File: config.mk
export PLATFORM = sky130hd
export DESIGN_NAME = sscl_top
export DESIGN_NICKNAME = d
export VERILOG_FILES = /design/src/common/sscl_pkg.sv /design/src/hdl/sscl_edge.sv /design/src/hdl/sscl_top.sv
export SDC_FILE = /design/constraint.sdc
export NUM_CORES = 1
export LEC_CHECK = 0
export CAP_MARGIN = 20
export CELL_PAD_IN_SITES_DETAIL_PLACEMENT = 0
export CELL_PAD_IN_SITES_GLOBAL_PLACEMENT = 1
export CORE_MARGIN = 2
export CORE_UTILIZATION = 40
export CTS_CLUSTER_SIZE = 40
export DETAILED_ROUTE_END_ITERATION = 10
export DONT_BUFFER_PORTS = 1
export PLACE_DENSITY_LB_ADDON = 0.1
export SYNTH_ARGS = -nofsm -noshare
export SYNTH_HDL_FRONTEND = slang
export SYNTH_SLANG_ARGS = --single-unit
File: constraint.sdc
create_clock -name clk_i -period 4.4 [get_ports clk_i]
set_input_delay 0.22 -clock clk_i [delete_from_list [all_inputs] [get_ports clk_i]]
set_output_delay 0.22 -clock clk_i [all_outputs]
set_load 0.03 [all_outputs]
File: src/common/sscl_pkg.sv
// Package: constants and types for the start/stop control logic
package sscl_pkg;

  // ----------------------------------------------------------------
  // Register map (APB byte addresses)
  // ----------------------------------------------------------------
  localparam logic [7:0] ADDR_CTRL = 8'h00;
  localparam logic [7:0] ADDR_SRC = 8'h04;
  localparam logic [7:0] ADDR_AOUT = 8'h08;
  localparam logic [7:0] ADDR_STAT = 8'h0C;

  // ----------------------------------------------------------------
  // CTRL fields
  // ----------------------------------------------------------------
  localparam int CTRL_KEY_START = 0;
  localparam int CTRL_KEY_STOP = 1;
  localparam int CTRL_FAULT = 2;
  localparam int CTRL_STOP_EN = 3;
  localparam int CTRL_SEL_EN = 4;
  localparam int CTRL_RELAY_LO = 8;
  localparam int CTRL_RELAY_W = 4;

  // ----------------------------------------------------------------
  // SRC fields: local_source_setting bit 0, remote_source_setting bit 1
  // ----------------------------------------------------------------
  localparam int SRC_LOCAL = 0;
  localparam int SRC_REMOTE = 1;
  localparam logic SRC_TERMINAL = 1'b0;
  localparam logic SRC_KEYPAD = 1'b1;

  // ----------------------------------------------------------------
  // AOUT fields
  // ----------------------------------------------------------------
  localparam int AOUT_FUNC_LO = 0;
  localparam int AOUT_FUNC_W = 4;
  localparam int AOUT_FIRE_LO = 8;
  localparam int AOUT_FIRE_W = 7;
  localparam logic [3:0] AOUT_FUNC_FIRING = 4'hA;
  localparam logic [6:0] FIRE_MAX = 7'h64;

  // ----------------------------------------------------------------
  // STAT fields
  // ----------------------------------------------------------------
  localparam int STAT_RUN = 0;
  localparam int STAT_THREE = 1;
  localparam int STAT_REMOTE = 2;
  localparam int STAT_KEYPAD = 3;

  // ----------------------------------------------------------------
  // Reset values
  // ----------------------------------------------------------------
  localparam logic [31:0] CTRL_RST = 32'h0000_0F00;
  localparam logic [31:0] SRC_RST = 32'h0000_0000;
  localparam logic [31:0] AOUT_RST = 32'h0000_0000;

  typedef enum logic [1:0] {
    SSCL_IDLE,
    SSCL_RUN2,
    SSCL_RUN3
  } sscl_state_e;

endpackage

File: src/hdl/sscl_edge.sv
// Rising edge detector for the start input
`timescale 1ns/1ns
module sscl_edge (
  // Clock and reset
  input wire logic clk_i,
  input wire logic rst_b_i,
  // Level in, pulse out
  input wire logic lvl_i,
  output logic rise_o
);

  logic prev_q;
  logic prev_d;

  always_comb begin
    prev_d = lvl_i;
  end

  always_ff @(posedge clk_i or negedge rst_b_i) begin
    if (!rst_b_i) begin
      prev_q <= 1'b0;
    end else begin
      prev_q <= prev_d;
    end
  end

  assign rise_o = lvl_i & ~prev_q;

endmodule

File: src/hdl/sscl_top.sv
// Start/stop run-command logic with APB register access
//
// The address map and the APB interface to the registers are this design's own decisions.
`timescale 1ns/1ns
module sscl_top (
  // Clock and reset
  input wire logic clk_i,
  input wire logic rst_b_i,
  // APB slave
  input wire logic psel_i,
  input wire logic penable_i,
  input wire logic pwrite_i,
  input wire logic [7:0] paddr_i,
  input wire logic [31:0] pwdata_i,
  output logic [31:0] prdata_o,
  output logic pready_o,
  output logic pslverr_o,
  // Digital inputs
  input wire logic start_i,
  input wire logic stop_i,
  input wire logic selector_digital_input_i,
  // Firing level from phase control
  input wire logic [6:0] firing_i,
  // Outputs
  output logic [3:0] relay_o,
  output logic [6:0] aout_o,
  output logic running_o
);

  // ----------------------------------------------------------------
  // Registers
  // ----------------------------------------------------------------
  logic [31:0] ctrl_q, ctrl_d;
  logic [1:0] src_q, src_d;
  logic [31:0] aout_cfg_q, aout_cfg_d;
  logic [31:0] prdata_q, prdata_d;
  logic pready_q, pready_d;
  logic pslverr_q, pslverr_d;
  sscl_pkg::sscl_state_e state_q, state_d;
  logic keypad_prev_q, keypad_prev_d;
  logic [3:0] relay_q, relay_d;
  logic [6:0] aout_q, aout_d;
  logic running_q, running_d;

  logic start_rise;
  logic remote;
  logic keypad;
  logic cmd_start;
  logic src_change;
  logic setup;
  logic access;
  logic key_start;
  logic key_stop;
  logic stop_en;
  logic [3:0] aout_func;
  logic [6:0] fire_lim;

  function automatic logic addr_hit(input logic [7:0] a, input logic [7:0] r);
    return a == r;
  endfunction

  sscl_edge u_edge (
    .clk_i(clk_i),
    .rst_b_i(rst_b_i),
    .lvl_i(start_i),
    .rise_o(start_rise)
  );

  // ----------------------------------------------------------------
  // Source selection
  // ----------------------------------------------------------------
  assign remote = ctrl_q[sscl_pkg::CTRL_SEL_EN] & selector_digital_input_i;
  assign keypad = remote ? (src_q[sscl_pkg::SRC_REMOTE] == sscl_pkg::SRC_KEYPAD)
                         : (src_q[sscl_pkg::SRC_LOCAL] == sscl_pkg::SRC_KEYPAD);
  assign key_start = ctrl_q[sscl_pkg::CTRL_KEY_START];
  assign key_stop = ctrl_q[sscl_pkg::CTRL_KEY_STOP];
  assign stop_en = ctrl_q[sscl_pkg::CTRL_STOP_EN];
  assign src_change = keypad != keypad_prev_q;
  // Terminal start is ignored while keypad has control
  assign cmd_start = keypad ? key_start : start_rise;
  assign setup = psel_i & ~penable_i;
  assign access = psel_i & penable_i & pready_q;

  // ----------------------------------------------------------------
  // Run state machine
  // ----------------------------------------------------------------
  always_comb begin
    state_d = state_q;
    keypad_prev_d = keypad;
    if (ctrl_q[sscl_pkg::CTRL_FAULT] || src_change) begin
      state_d = sscl_pkg::SSCL_IDLE;
    end else begin
      unique case (state_q)
        sscl_pkg::SSCL_IDLE: begin
          if (keypad) begin
            if (key_start && !key_stop) begin
              state_d = sscl_pkg::SSCL_RUN3;
            end
          end else if (cmd_start) begin
            // Stop enable must be set and stop high at the edge, else fall back to 2-wire
            state_d = (stop_en && stop_i) ? sscl_pkg::SSCL_RUN3
                                          : sscl_pkg::SSCL_RUN2;
          end
        end
        sscl_pkg::SSCL_RUN2: begin
          if (!start_i) begin
            state_d = sscl_pkg::SSCL_IDLE;
          end
        end
        sscl_pkg::SSCL_RUN3: begin
          if (keypad ? key_stop : !stop_i) begin
            state_d = sscl_pkg::SSCL_IDLE;
          end
        end
      endcase
    end
  end

  // ----------------------------------------------------------------
  // Outputs
  // ----------------------------------------------------------------
  assign aout_func = aout_cfg_q[sscl_pkg::AOUT_FUNC_LO +: sscl_pkg::AOUT_FUNC_W];
  assign fire_lim = (firing_i > sscl_pkg::FIRE_MAX) ? sscl_pkg::FIRE_MAX : firing_i;

  always_comb begin
    running_d = state_d != sscl_pkg::SSCL_IDLE;
    relay_d = running_d ? ctrl_q[sscl_pkg::CTRL_RELAY_LO +: sscl_pkg::CTRL_RELAY_W]
                        : 4'h0;
    if (aout_func == sscl_pkg::AOUT_FUNC_FIRING) begin
      aout_d = running_d ? fire_lim : 7'h00;
    end else begin
      aout_d = aout_cfg_q[sscl_pkg::AOUT_FIRE_LO +: sscl_pkg::AOUT_FIRE_W];
    end
  end

  // ----------------------------------------------------------------
  // APB slave, one wait-free access cycle
  // ----------------------------------------------------------------
  always_comb begin
    ctrl_d = ctrl_q;
    src_d = src_q;
    aout_cfg_d = aout_cfg_q;
    prdata_d = prdata_q;
    pready_d = setup;
    pslverr_d = 1'b0;
    // Keypad pushes are one-shot so a held bit cannot restart
    ctrl_d[sscl_pkg::CTRL_KEY_START] = 1'b0;
    ctrl_d[sscl_pkg::CTRL_KEY_STOP] = 1'b0;
    if (setup) begin
      prdata_d = 32'h0000_0000;
      if (addr_hit(paddr_i, sscl_pkg::ADDR_CTRL)) begin
        prdata_d = ctrl_q & 32'hFFFF_FFFC;
      end else if (addr_hit(paddr_i, sscl_pkg::ADDR_SRC)) begin
        prdata_d = {30'h0, src_q};
      end else if (addr_hit(paddr_i, sscl_pkg::ADDR_AOUT)) begin
        prdata_d = aout_cfg_q;
      end else if (addr_hit(paddr_i, sscl_pkg::ADDR_STAT)) begin
        prdata_d = {28'h0, keypad, remote, state_q == sscl_pkg::SSCL_RUN3, running_q};
        pslverr_d = pwrite_i;
      end else begin
        pslverr_d = 1'b1;
      end
    end
    // Writes land only at the completing edge, when the master sees ready
    if (access && pwrite_i) begin
      if (addr_hit(paddr_i, sscl_pkg::ADDR_CTRL)) begin
        ctrl_d = pwdata_i & 32'h0000_0F1F;
      end else if (addr_hit(paddr_i, sscl_pkg::ADDR_SRC)) begin
        src_d = pwdata_i[1:0];
      end else if (addr_hit(paddr_i, sscl_pkg::ADDR_AOUT)) begin
        aout_cfg_d = pwdata_i & 32'h0000_7F0F;
      end
    end
  end

  always_ff @(posedge clk_i or negedge rst_b_i) begin
    if (!rst_b_i) begin
      ctrl_q <= sscl_pkg::CTRL_RST;
      src_q <= sscl_pkg::SRC_RST[1:0];
      aout_cfg_q <= sscl_pkg::AOUT_RST;
      prdata_q <= 32'h0000_0000;
      pready_q <= 1'b0;
      pslverr_q <= 1'b0;
      state_q <= sscl_pkg::SSCL_IDLE;
      keypad_prev_q <= 1'b0;
      relay_q <= 4'h0;
      aout_q <= 7'h00;
      running_q <= 1'b0;
    end else begin
      ctrl_q <= ctrl_d;
      src_q <= src_d;
      aout_cfg_q <= aout_cfg_d;
      prdata_q <= prdata_d;
      pready_q <= pready_d;
      pslverr_q <= pslverr_d;
      state_q <= state_d;
      keypad_prev_q <= keypad_prev_d;
      relay_q <= relay_d;
      aout_q <= aout_d;
      running_q <= running_d;
    end
  end

  assign prdata_o = prdata_q;
  assign pready_o = pready_q;
  assign pslverr_o = pslverr_q;
  assign relay_o = relay_q;
  assign aout_o = aout_q;
  assign running_o = running_q;

endmodule
# Yosys cells after proc, flatten, opt, wreduce, memory -nomap -nowiden

Cells that the tools add are included.

Flip-flop bits (word level): 72
Output and inout port bits: 46
Logic and storage cells: 68

Magnitude comparators: 1
Equality and inequality tests: 7
Multiplexer cells: 26
Bitwise operators: 9
Reductions and logical operators: 12

Operators by type and width:

| operator           | number |
|---|---|
| $mux 15            | 3 |
| $mux 7             | 3 |
| $mux 2             | 9 |
| $eq 8x4->1 const B | 2 |
| $eq 8x3->1 const B | 1 |
| $logic_not 8->1    | 1 |
| $mux 1             | 8 |
| $mux 4             | 2 |
| $gt 7x7->1 const B | 1 |
| $pmux 2 s3         | 1 |
| $and 1x1->1        | 5 |
| $eq 4x4->1 const B | 1 |
| $not 1->1          | 4 |
| $reduce_and 4->1   | 1 |
| $logic_and 1x1->1  | 3 |
| $reduce_and 3->1   | 1 |
| $eq 2x1->1 const B | 1 |
| $eq 2x2->1 const B | 1 |
| $logic_not 1->1    | 2 |
| $logic_not 2->1    | 1 |
| $reduce_and 2->1   | 1 |
| $reduce_bool 2->1  | 1 |
| $logic_or 1x1->1   | 1 |
| $ne 1x1->1         | 1 |

# Depth between registers and ports, before layout

Gate-level depths: netlist of the first run.

Depth in word-level cells: 10
Depth in mapped cells: 9
Depth with buffers taken out: 8

# Modules after synthesis

From an unflattened synthesis of the first run, not the netlist that was laid out.

Cells, all modules: 239
Area total of the unflattened synthesis: 2,521.2 µm²

Modules (own cells, without submodules):

| module    | times used | cells an instance | area each (µm²) |
|---|---|---|---|
| sscl_top  | 1          | 237               | 2,482.4 |
| sscl_edge | 1          | 2                 | 38.8 |

# Least setup slack after synthesis of the first run

OpenSTA, ideal clock, no wires.

Kind: register to register
Start: reg state_q[0]
End: reg aout_q[0] (netlist: aout_o[0])
Arrival: 2.064 ns
Required time: 4.305 ns
Setup slack: 2.240 ns
Stages on the path, launching flop included: 10
Period minus slack after synthesis: 2.160 ns
Cells stage by stage: dfrtp_1 > inv_1 > ha_1 > or2b_2 > a211o_2 > o311a_1 > a211oi_2 > nor2_2 > buf_6 > o31ai_1

Word-level cells in the longest chain between the ends: 7
Elaborated cells between the ends (all ways): 13

RTL lines:

| element                          | RTL line                       | RTL |
|---|---|---|
| start, declared                  | sscl_top.sv:39                 | `sscl_pkg::sscl_state_e state_q, state_d;` |
| start signal, assigned           | sscl_top.sv:184                | `state_q <= sscl_pkg::SSCL_IDLE;` |
| start signal, assigned           | sscl_top.sv:196                | `state_q <= state_d;` |
| $mux 2, on equally long branches | sscl_top.sv:99, sscl_top.sv:96 |  |
| $mux 2                           | sscl_top.sv:95                 | `if (keypad) begin` |
| $pmux 2 s3 (*)                   | sscl_top.sv:93                 | `unique case (state_q)` |
| $mux 2 (*)                       | sscl_top.sv:90                 | `if (ctrl_q[sscl_pkg::CTRL_FAULT] \|\| src_change) begin` |
| via state_d[0]                   | sscl_top.sv:39                 |  |
| $reduce_bool 2->1 (*)            | sscl_top.sv:126                | `running_d = state_d != sscl_pkg::SSCL_IDLE;` |
| $mux 7 (*)                       | sscl_top.sv:130                | `aout_d = running_d ? fire_lim : 7'h00;` |
| $mux 7 (*)                       | sscl_top.sv:129                | `if (aout_func == sscl_pkg::AOUT_FUNC_FIRING) begin` |
| via aout_d[0]                    | sscl_top.sv:42                 | `logic [6:0] aout_q, aout_d;` |
| end signal, assigned             | sscl_top.sv:199                | `aout_q <= aout_d;` |
| end, declared                    | sscl_top.sv:42                 |  |

The timed path passes the listed nets; every way through them passes the cells marked *.
A chain may end at the register's enable or synchronous reset.

# Worst setup path in the final report of the first run

Start: reg state_q[0]
End: reg aout_q[1] (netlist: aout_o[1])

The elaborated chain is that of the path after synthesis.

==> results of run 1 <==
[flip-flops by register name, indices dropped and copies added, names as in the netlist]
name	count
prdata_o	12
u_edge.prev_q	1
keypad_prev_q	1
aout_o	7
pready_o	1
running_o	1
ctrl_q	9
relay_o	4
src_q	2
state_q	2
aout_cfg_q	11
pslverr_o	1
[cell type report]
type / count / area share
clock buffer: 5 / 0.0266
clock inverter: 3 / 0.00871
inverter: 8 / 0.0116
multi-input combinational: 160 / 0.388
sequential: 52 / 0.505
tap: 75 / 0.0363
timing repair buffer: 5 / 0.0232
[power by group]
group | leakage (nW) | internal, mW | switching [mW] | total [mW]
registers | 0.699 | 0.494 | 0.0247 | 0.519
clock network | 0.0485 | 0.114 | 0.166 | 0.280
logic | 0.479 | 0.0730 | 0.131 | 0.204
[cells in the final DEF, fill, tap and decap left out, types with 2 or more instances in the layout]
master / netlist / routed
sky130_fd_sc_hd__dfrtp_1: 48 / 48
sky130_fd_sc_hd__nand2_1: 34 / 34
sky130_fd_sc_hd__mux2_2: 21 / 21
sky130_fd_sc_hd__conb_1: 1 / 20
sky130_fd_sc_hd__o21ai_0: 17 / 17
sky130_fd_sc_hd__nand3_1: 11 / 11
sky130_fd_sc_hd__a22oi_1: 8 / 8
sky130_fd_sc_hd__inv_1: 7 / 7
sky130_fd_sc_hd__nor2_1: 6 / 6
sky130_fd_sc_hd__a21oi_1: 5 / 5
sky130_fd_sc_hd__clkbuf_8: 0 / 5
sky130_fd_sc_hd__and2b_2: 4 / 4
sky130_fd_sc_hd__dfstp_2: 4 / 4
sky130_fd_sc_hd__and3_1: 3 / 3
sky130_fd_sc_hd__nor3_1: 2 / 2
sky130_fd_sc_hd__a211o_2: 2 / 2
sky130_fd_sc_hd__nand4_1: 2 / 2
sky130_fd_sc_hd__nand2b_1: 2 / 2
sky130_fd_sc_hd__o31ai_1: 2 / 2
sky130_fd_sc_hd__ha_1: 2 / 2
sky130_fd_sc_hd__dlygate4sd3_1: 0 / 2
[what timing repair did]
item | 4_1_cts | 5_1_grt
endpoints found under the hold margin | 53 | 0
hold buffers | 3 | 0
setup endpoints to repair | 0 | 0
resized for setup | 0 | 0
buffers inserted | 0 | 0
[per-layer routing]
metal / routed length (um) / share of wire / vias to the layer above / global-route usage
met4: 64 / 0.012 / 0 / 0.0517
met1: 2160 / 0.40 / 803 / 0.188
met2: 2700 / 0.50 / 53 / 0.278
met5: 0 / 0 / - / 0
li1: - / - / 767 / -
met3: 441 / 0.082 / 10 / 0.0598
[final timing paths]
check / start / endpoint
max: state_q[0] / aout_o[1]
max in group asynchronous: rst_b_i / ctrl_q[10]
max reg2reg: state_q[0] / aout_o[1]
min in group asynchronous: rst_b_i / u_edge.prev_q
min reg2reg: aout_cfg_q[10] / aout_o[2]
min: firing_i[1] / aout_o[1]
[metrics by stage]
stage / worst slack (ns) / cells / area (um^2)
floorplan: 2.24 / 247 / 2530
global placement: 2.10 / 296 / 2440
detailed placement: 2.09 / 296 / 2440
CTS: 2.10 / 307 / 2580
global route: 1.97 / 308 / 2580
finish: 2.13 / 308 / 2580
[worst max-delay path, stage by stage (launching register included)]
cell and delay (ns):
sky130_fd_sc_hd__dfrtp_1 0.40, sky130_fd_sc_hd__inv_1 0.06, sky130_fd_sc_hd__ha_1 0.34, sky130_fd_sc_hd__or2b_2 0.32, sky130_fd_sc_hd__a211o_2 0.30, sky130_fd_sc_hd__o311a_1 0.13, sky130_fd_sc_hd__a211oi_2 0.23, sky130_fd_sc_hd__nor2_2 0.16
sky130_fd_sc_hd__o31ai_1 0.26
[cells by family (layout without fill, tap and decap cells)]
| family | after synthesis | in the layout | synth area share |
|---|---|---|---|
| AOI/OAI and AO/OA | 42 | 42 | 0.114 |
| buffers and inverters | 35 | 21 | 0.0900 |
| and+or+nand+nor | 75 | 75 | 0.157 |
| DFF | 52 | 52 | 0.531 |
| other | 1 | 20 | 0.00152 |
| adders and majority gates | 2 | 2 | 0.0102 |
| muxes | 21 | 21 | 0.0961 |
==> results_dict.tcl, run 1 <==
set metrics [dict create \
    utilization 0.437 \
    period_minus_slack_ns 2.27 \
    post-synth-top-count-cell "sky130_fd_sc_hd__dfrtp_1" \
    drt_pass1_iterations 4 \
    final_hold_viol_count 0 \
    post_drt_via_cell_ratio 5.30 \
    dieWidth_um 82.4 \
    grt.overflow.total 0 \
    slew_violations 0 \
    grt_pass1_wl_um 8200 \
    p_leak_nw 1.23 \
    critical_path_required_ns 4.62 \
    synth-edff-count 0 \
    fillers 578 \
    max-vdd-ir-drop_mv 0.149 \
    first_global_vias 1741 \
    timing.hold.worst_path_depth 2 \
    cp_max_fo 12 \
    cts_buffers 5 \
    dp_hpwl_um 4000 \
    ys_top_cells_by_area "sky130_fd_sc_hd__dfrtp_1, sky130_fd_sc_hd__mux2_2, sky130_fd_sc_hd__buf_4, sky130_fd_sc_hd__nand2_1, sky130_fd_sc_hd__dfstp_2" \
    vias 1633 \
    post_synth_num_cell_types 43 \
    critical_path.endpoint_type "flip-flop" \
    register_clock_pin_slew_on_the_reported_worst_setup_and_hold_paths_ns 0.10 \
    fin_crit_sh 0.517 \
    postSynthCellCount 228 \
    antenna_found_initial 0 \
    synth_area_leader_cell "sky130_fd_sc_hd__dfrtp_1" \
    clockRootBuffer "sky130_fd_sc_hd__clkbuf_8" \
    cts.htree.levels 2 \
    clockBufferDepth 2 \
    power_consumption_mw 1.00 \
    route.antenna.remaining_nets 0 \
    clock_sinks 52 \
    flow.area_growth_from_synthesis_pct 5.09 \
    layout.area.seq_um2 1310 \
    start_util 0.415 \
    run_status "finished, final reports clean" \
    hp-class "primary input to flip-flop" \
    portBuffers 0 \
    drc 0 \
    synth-seq-cells 52 \
    tot_gr_track_use 0.162 \
    cts_tree "done" \
    post_route_cells_drive_above_1_share 0.215 \
    finalWeightedCongestion 0.823 \
    synthesis.yosys.warnings 0 \
    ys_seq_area_frac 0.531 \
    power-per-cell-area_nw_per_um2 388 \
    rsz0062_at_grt "false" \
    ys.flop_type "sky130_fd_sc_hd__dfrtp_1" \
    grt_start_max_net_pins 53 \
    wirelength_um 5360 \
    critPathArrivalTime_ns 2.50 \
    worstRegToRegCells 8 \
    synth-async-reset-ratio 1.00 \
    whs_ns 0.0300 \
    synth_area_per_cell_um2 10.8 \
    multi_input_area_um2 1000 \
    dieArea_um2 6790 \
    finalSetupTns_ns 0 \
    ff2ff_setup_slack_ns 2.13 \
    core_um2 5920 \
    die-height_um 82.4 \
    syn_area_um2 2460 \
    worstSetupPathType "flip-flop to flip-flop" \
    maxSlewHeadroom 0.420 \
    worst_setup_path_start_kind "flip-flop" \
    first_iter_violations 75 \
    clock_insertion_delay_worst_skew_ns 0.31 \
    synth_top_cell_area_share 0.488 \
    design.portCount 101 \
    fin_worst_skew_ns 0.00770 \
    rows 28 \
    max_freq_ghz 0.440 \
    wl_per_cell_um 17.4 \
    synth_top_cells_by_count "sky130_fd_sc_hd__dfrtp_1, sky130_fd_sc_hd__nand2_1, sky130_fd_sc_hd__mux2_2" \
    antennaDiodeCount 0 \
    drv.max_cap_violation_count 0 \
    nets 289 \
    final_setup_violation_count 0 \
    worst_pin_slew_ns 0.868 \
]
(Power assumes the default switching activity.)
==> inputs of run 2 (changes only) <==
Settings changed: ABC_AREA set to 1.
Clock period 4.4 ns to 2.3 ns, I/O delays scaled along.
==> run 2 against run 1 <==
Net effect: cell count is 31% higher; via count increased by 16%; combinational power increased by 120%; critical path depth is 3 lower; sequential power rose by 110%; synthesized cell count grew 35%; largest cell class unchanged; highest routed layer unchanged.
==> results_dict.tcl, run 2 <==
set metrics [dict create \
    run_status "finished, final reports clean" \
    worst_path_max_delay_cell "sky130_fd_sc_hd__dfrtp_1" \
    ff2ff_setup_slack_ns 0.69 \
    clock_insertion_delay_worst_skew_ns 0.31 \
    cp_max_fo 15 \
    cts_repair_resize_count 0 \
    critical_path.max_stage_delay_ns 0.54 \
    drt_pass1_iterations 4 \
    synth-seq-cells 52 \
    synth.mux.area_fraction 0.00442 \
    post_synth_fa_ha_maj_area_fraction 0.00982 \
    design.portCount 101 \
    register_clock_pin_slew_on_the_reported_worst_setup_and_hold_paths_ns 0.09 \
    ys_seq_area_frac 0.513 \
    critPathArrivalTime_ns 1.80 \
    fin_worst_skew_ns 0.0129 \
    worstRegToRegCells 5 \
    postSynthCellCount 307 \
    ys.flop_type "sky130_fd_sc_hd__dfrtp_1" \
    synth-compound-area-share 0.0952 \
    final_cell_count_no_fill 404 \
    most-common-layout-cells "sky130_fd_sc_hd__nand2_1, sky130_fd_sc_hd__dfrtp_1, sky130_fd_sc_hd__inv_1, sky130_fd_sc_hd__nor2_1, sky130_fd_sc_hd__conb_1" \
    grt.overflow.total 0 \
    synth-edff-count 0 \
    multi_input_area_um2 987 \
    portBuffers 0 \
    grt_start_max_net_pins 53 \
    dieWidth_um 83.8 \
    timing.hold.worst.start "pwdata_i[1]" \
    fillers 645 \
    cts_tree "done" \
    fin_crit_sh 0.700 \
    dieArea_um2 7030 \
    power-per-cell-area_nw_per_um2 747 \
    finalWeightedCongestion 0.713 \
    core_um2 6240 \
    cts.htree.levels 2 \
    rsz0062_at_grt "false" \
    tot_gr_track_use 0.168 \
    final_setup_violation_count 0 \
    place.detailed.instances 379 \
    nets 383 \
    synth-async-reset-ratio 1.00 \
    synth_top_cell_area_share 0.471 \
    finalSetupTns_ns 0 \
    post_synth_num_cell_types 29 \
    cts_buffers 5 \
    die-height_um 83.8 \
    hp-class "primary input to flip-flop" \
    synth_area_leader_cell "sky130_fd_sc_hd__dfrtp_1" \
    rr_startpoint "pready_o" \
    crit_path_cell_trace "nand2_1, nor2_1, buf_4, nand2_2, mux2_2" \
    max_freq_ghz 0.621 \
    combinational_family_with_the_most_area_after_synthesis "simple AND/OR/NAND/NOR gates" \
    critical_path_required_ns 2.49 \
    hold_end "ctrl_q[1]" \
    final_hold_viol_count 0 \
    synthesis.yosys.warnings 0 \
    start_util 0.408 \
    syn_area_um2 2550 \
    clockBufferDepth 2 \
    clockRootBuffer "sky130_fd_sc_hd__clkbuf_8" \
    worst_setup_path_start_kind "flip-flop" \
    period_minus_slack_ns 1.61 \
    rows 29 \
    synth_simple_gate_area_frac 0.248 \
    drv.max_cap_violation_count 0 \
    clock_sinks 52 \
    post_route_cells_drive_above_1_share 0.101 \
    grt_pass1_wl_um 9370 \
    p_leak_nw 1.43 \
    antenna_found_initial 0 \
    drc 0 \
    first_global_vias 1833 \
    critical_path.endpoint_type "flip-flop" \
    route.antenna.remaining_nets 0 \
    ys_top_cells_by_area "sky130_fd_sc_hd__dfrtp_1, sky130_fd_sc_hd__nand2_1, sky130_fd_sc_hd__buf_4, sky130_fd_sc_hd__inv_1, sky130_fd_sc_hd__dfstp_2" \
    dp_hpwl_um 3980 \
    layout.area.seq_um2 1310 \
    post_drt_via_cell_ratio 4.67 \
    largest_register_ffs 12 \
    first_iter_violations 123 \
    xor_xnor_cell_area_share_of_the_yosys_netlist 0 \
    timing.hold.worst_path_depth 2 \
    synth_top_cells_by_count "sky130_fd_sc_hd__nand2_1, sky130_fd_sc_hd__dfrtp_1, sky130_fd_sc_hd__inv_1" \
    synth_area_per_cell_um2 8.30 \
    worstSetupPathType "flip-flop to flip-flop" \
    r2r_end "ctrl_q[4]" \
    critPathLaunch "pready_o" \
    wirelength_um 5530 \
    layout.cells.most_common "sky130_fd_sc_hd__nand2_1" \
    wl_per_cell_um 13.7 \
    slew_violations 0 \
    post-synth-top-count-cell "sky130_fd_sc_hd__nand2_1" \
    max-vdd-ir-drop_mv 0.358 \
    vias 1887 \
    flow.area_growth_from_synthesis_pct 11.7 \
    antennaDiodeCount 0 \
]
run 2: changes by cell type after synthesis, sizes merged, moves of 6 or more:
cell and delta:
nor2 +21, a21oi +11, inv +31, nand2 +55, mux2 -20, a22oi -8, o21ai +6
run 2: final cells by class:
| cell class | count | area share |
|---|---|---|
| Clock buffer | 7 | 0.0268 |
| Multi-Input combinational cell | 209 | 0.347 |
| Clock inverter | 1 | 0.0105 |
| Inverter | 39 | 0.0523 |
| Tap cell | 77 | 0.0338 |
| Sequential cell | 52 | 0.459 |
| Timing Repair Buffer | 19 | 0.0712 |
run 2: how the worst max path moves through the flow:
stage                                 to  slack (ns)  depth (start not counted)
after floorplan           aout_cfg_q[12]        0.86                          6
after global placement         ctrl_q[4]        0.72                          5
after detailed placement       ctrl_q[4]        0.70                          5
after CTS                      ctrl_q[4]        0.67                          5
after global routing           ctrl_q[4]        0.58                          5
final                          ctrl_q[4]        0.69                          5
run 2: power breakdown:
part           total [mW]  internal [mW]  leakage, nW  switching, mW
sequential           1.07          0.964        0.687          0.105
clock               0.612          0.326       0.0524          0.286
combinational       0.446          0.137        0.690          0.309
total                2.13           1.43         1.43          0.701
run 2: through the flow:
step	utilization	hold WS (ns)	power (mW)	worst slack, ns	cell area [um^2]
2_1_floorplan	-	-0.181	1.43	0.858	2620
4_1_cts	0.456	0.00166	2.17	0.672	2850
5_1_grt	0.456	0.00916	2.23	0.577	2850
6_report	0.456	0.0115	2.13	0.690	2850
3_3_place_gp	0.409	-0.180	1.50	0.722	2550
3_5_place_dp	0.409	-0.180	1.50	0.702	2550
run 2: logic make-up (layout without fill, tap and decap cells):
logic type | after synthesis | after routing
buf+inv | 65 | 66
fa+ha+maj | 2 | 2
compound gates | 43 | 43
mux | 1 | 1
other cells | 1 | 20
simple gates | 143 | 143
flops | 52 | 52
run 2: what timing repair did:
item                                   in CTS  in global routing
hold buffers                               17                  0
endpoints found under the hold margin      68                  0
setup buffers                               0                  0
run 2: metal layers:
metal,up-vias,GRT usage,wire [um]
met4,0,0.0528,78
met3,6,0.0495,325
met5,-,0,0
li1,964,-,-
met2,48,0.255,2520
met1,869,0.233,2610
run 2: worst max-delay path, delay by kind of cell, from the launching register on:
family	cells	cell delay, ns
mux	1	0.35
flops	1	0.54
simple gates	3	0.43
buf+inv	1	0.17
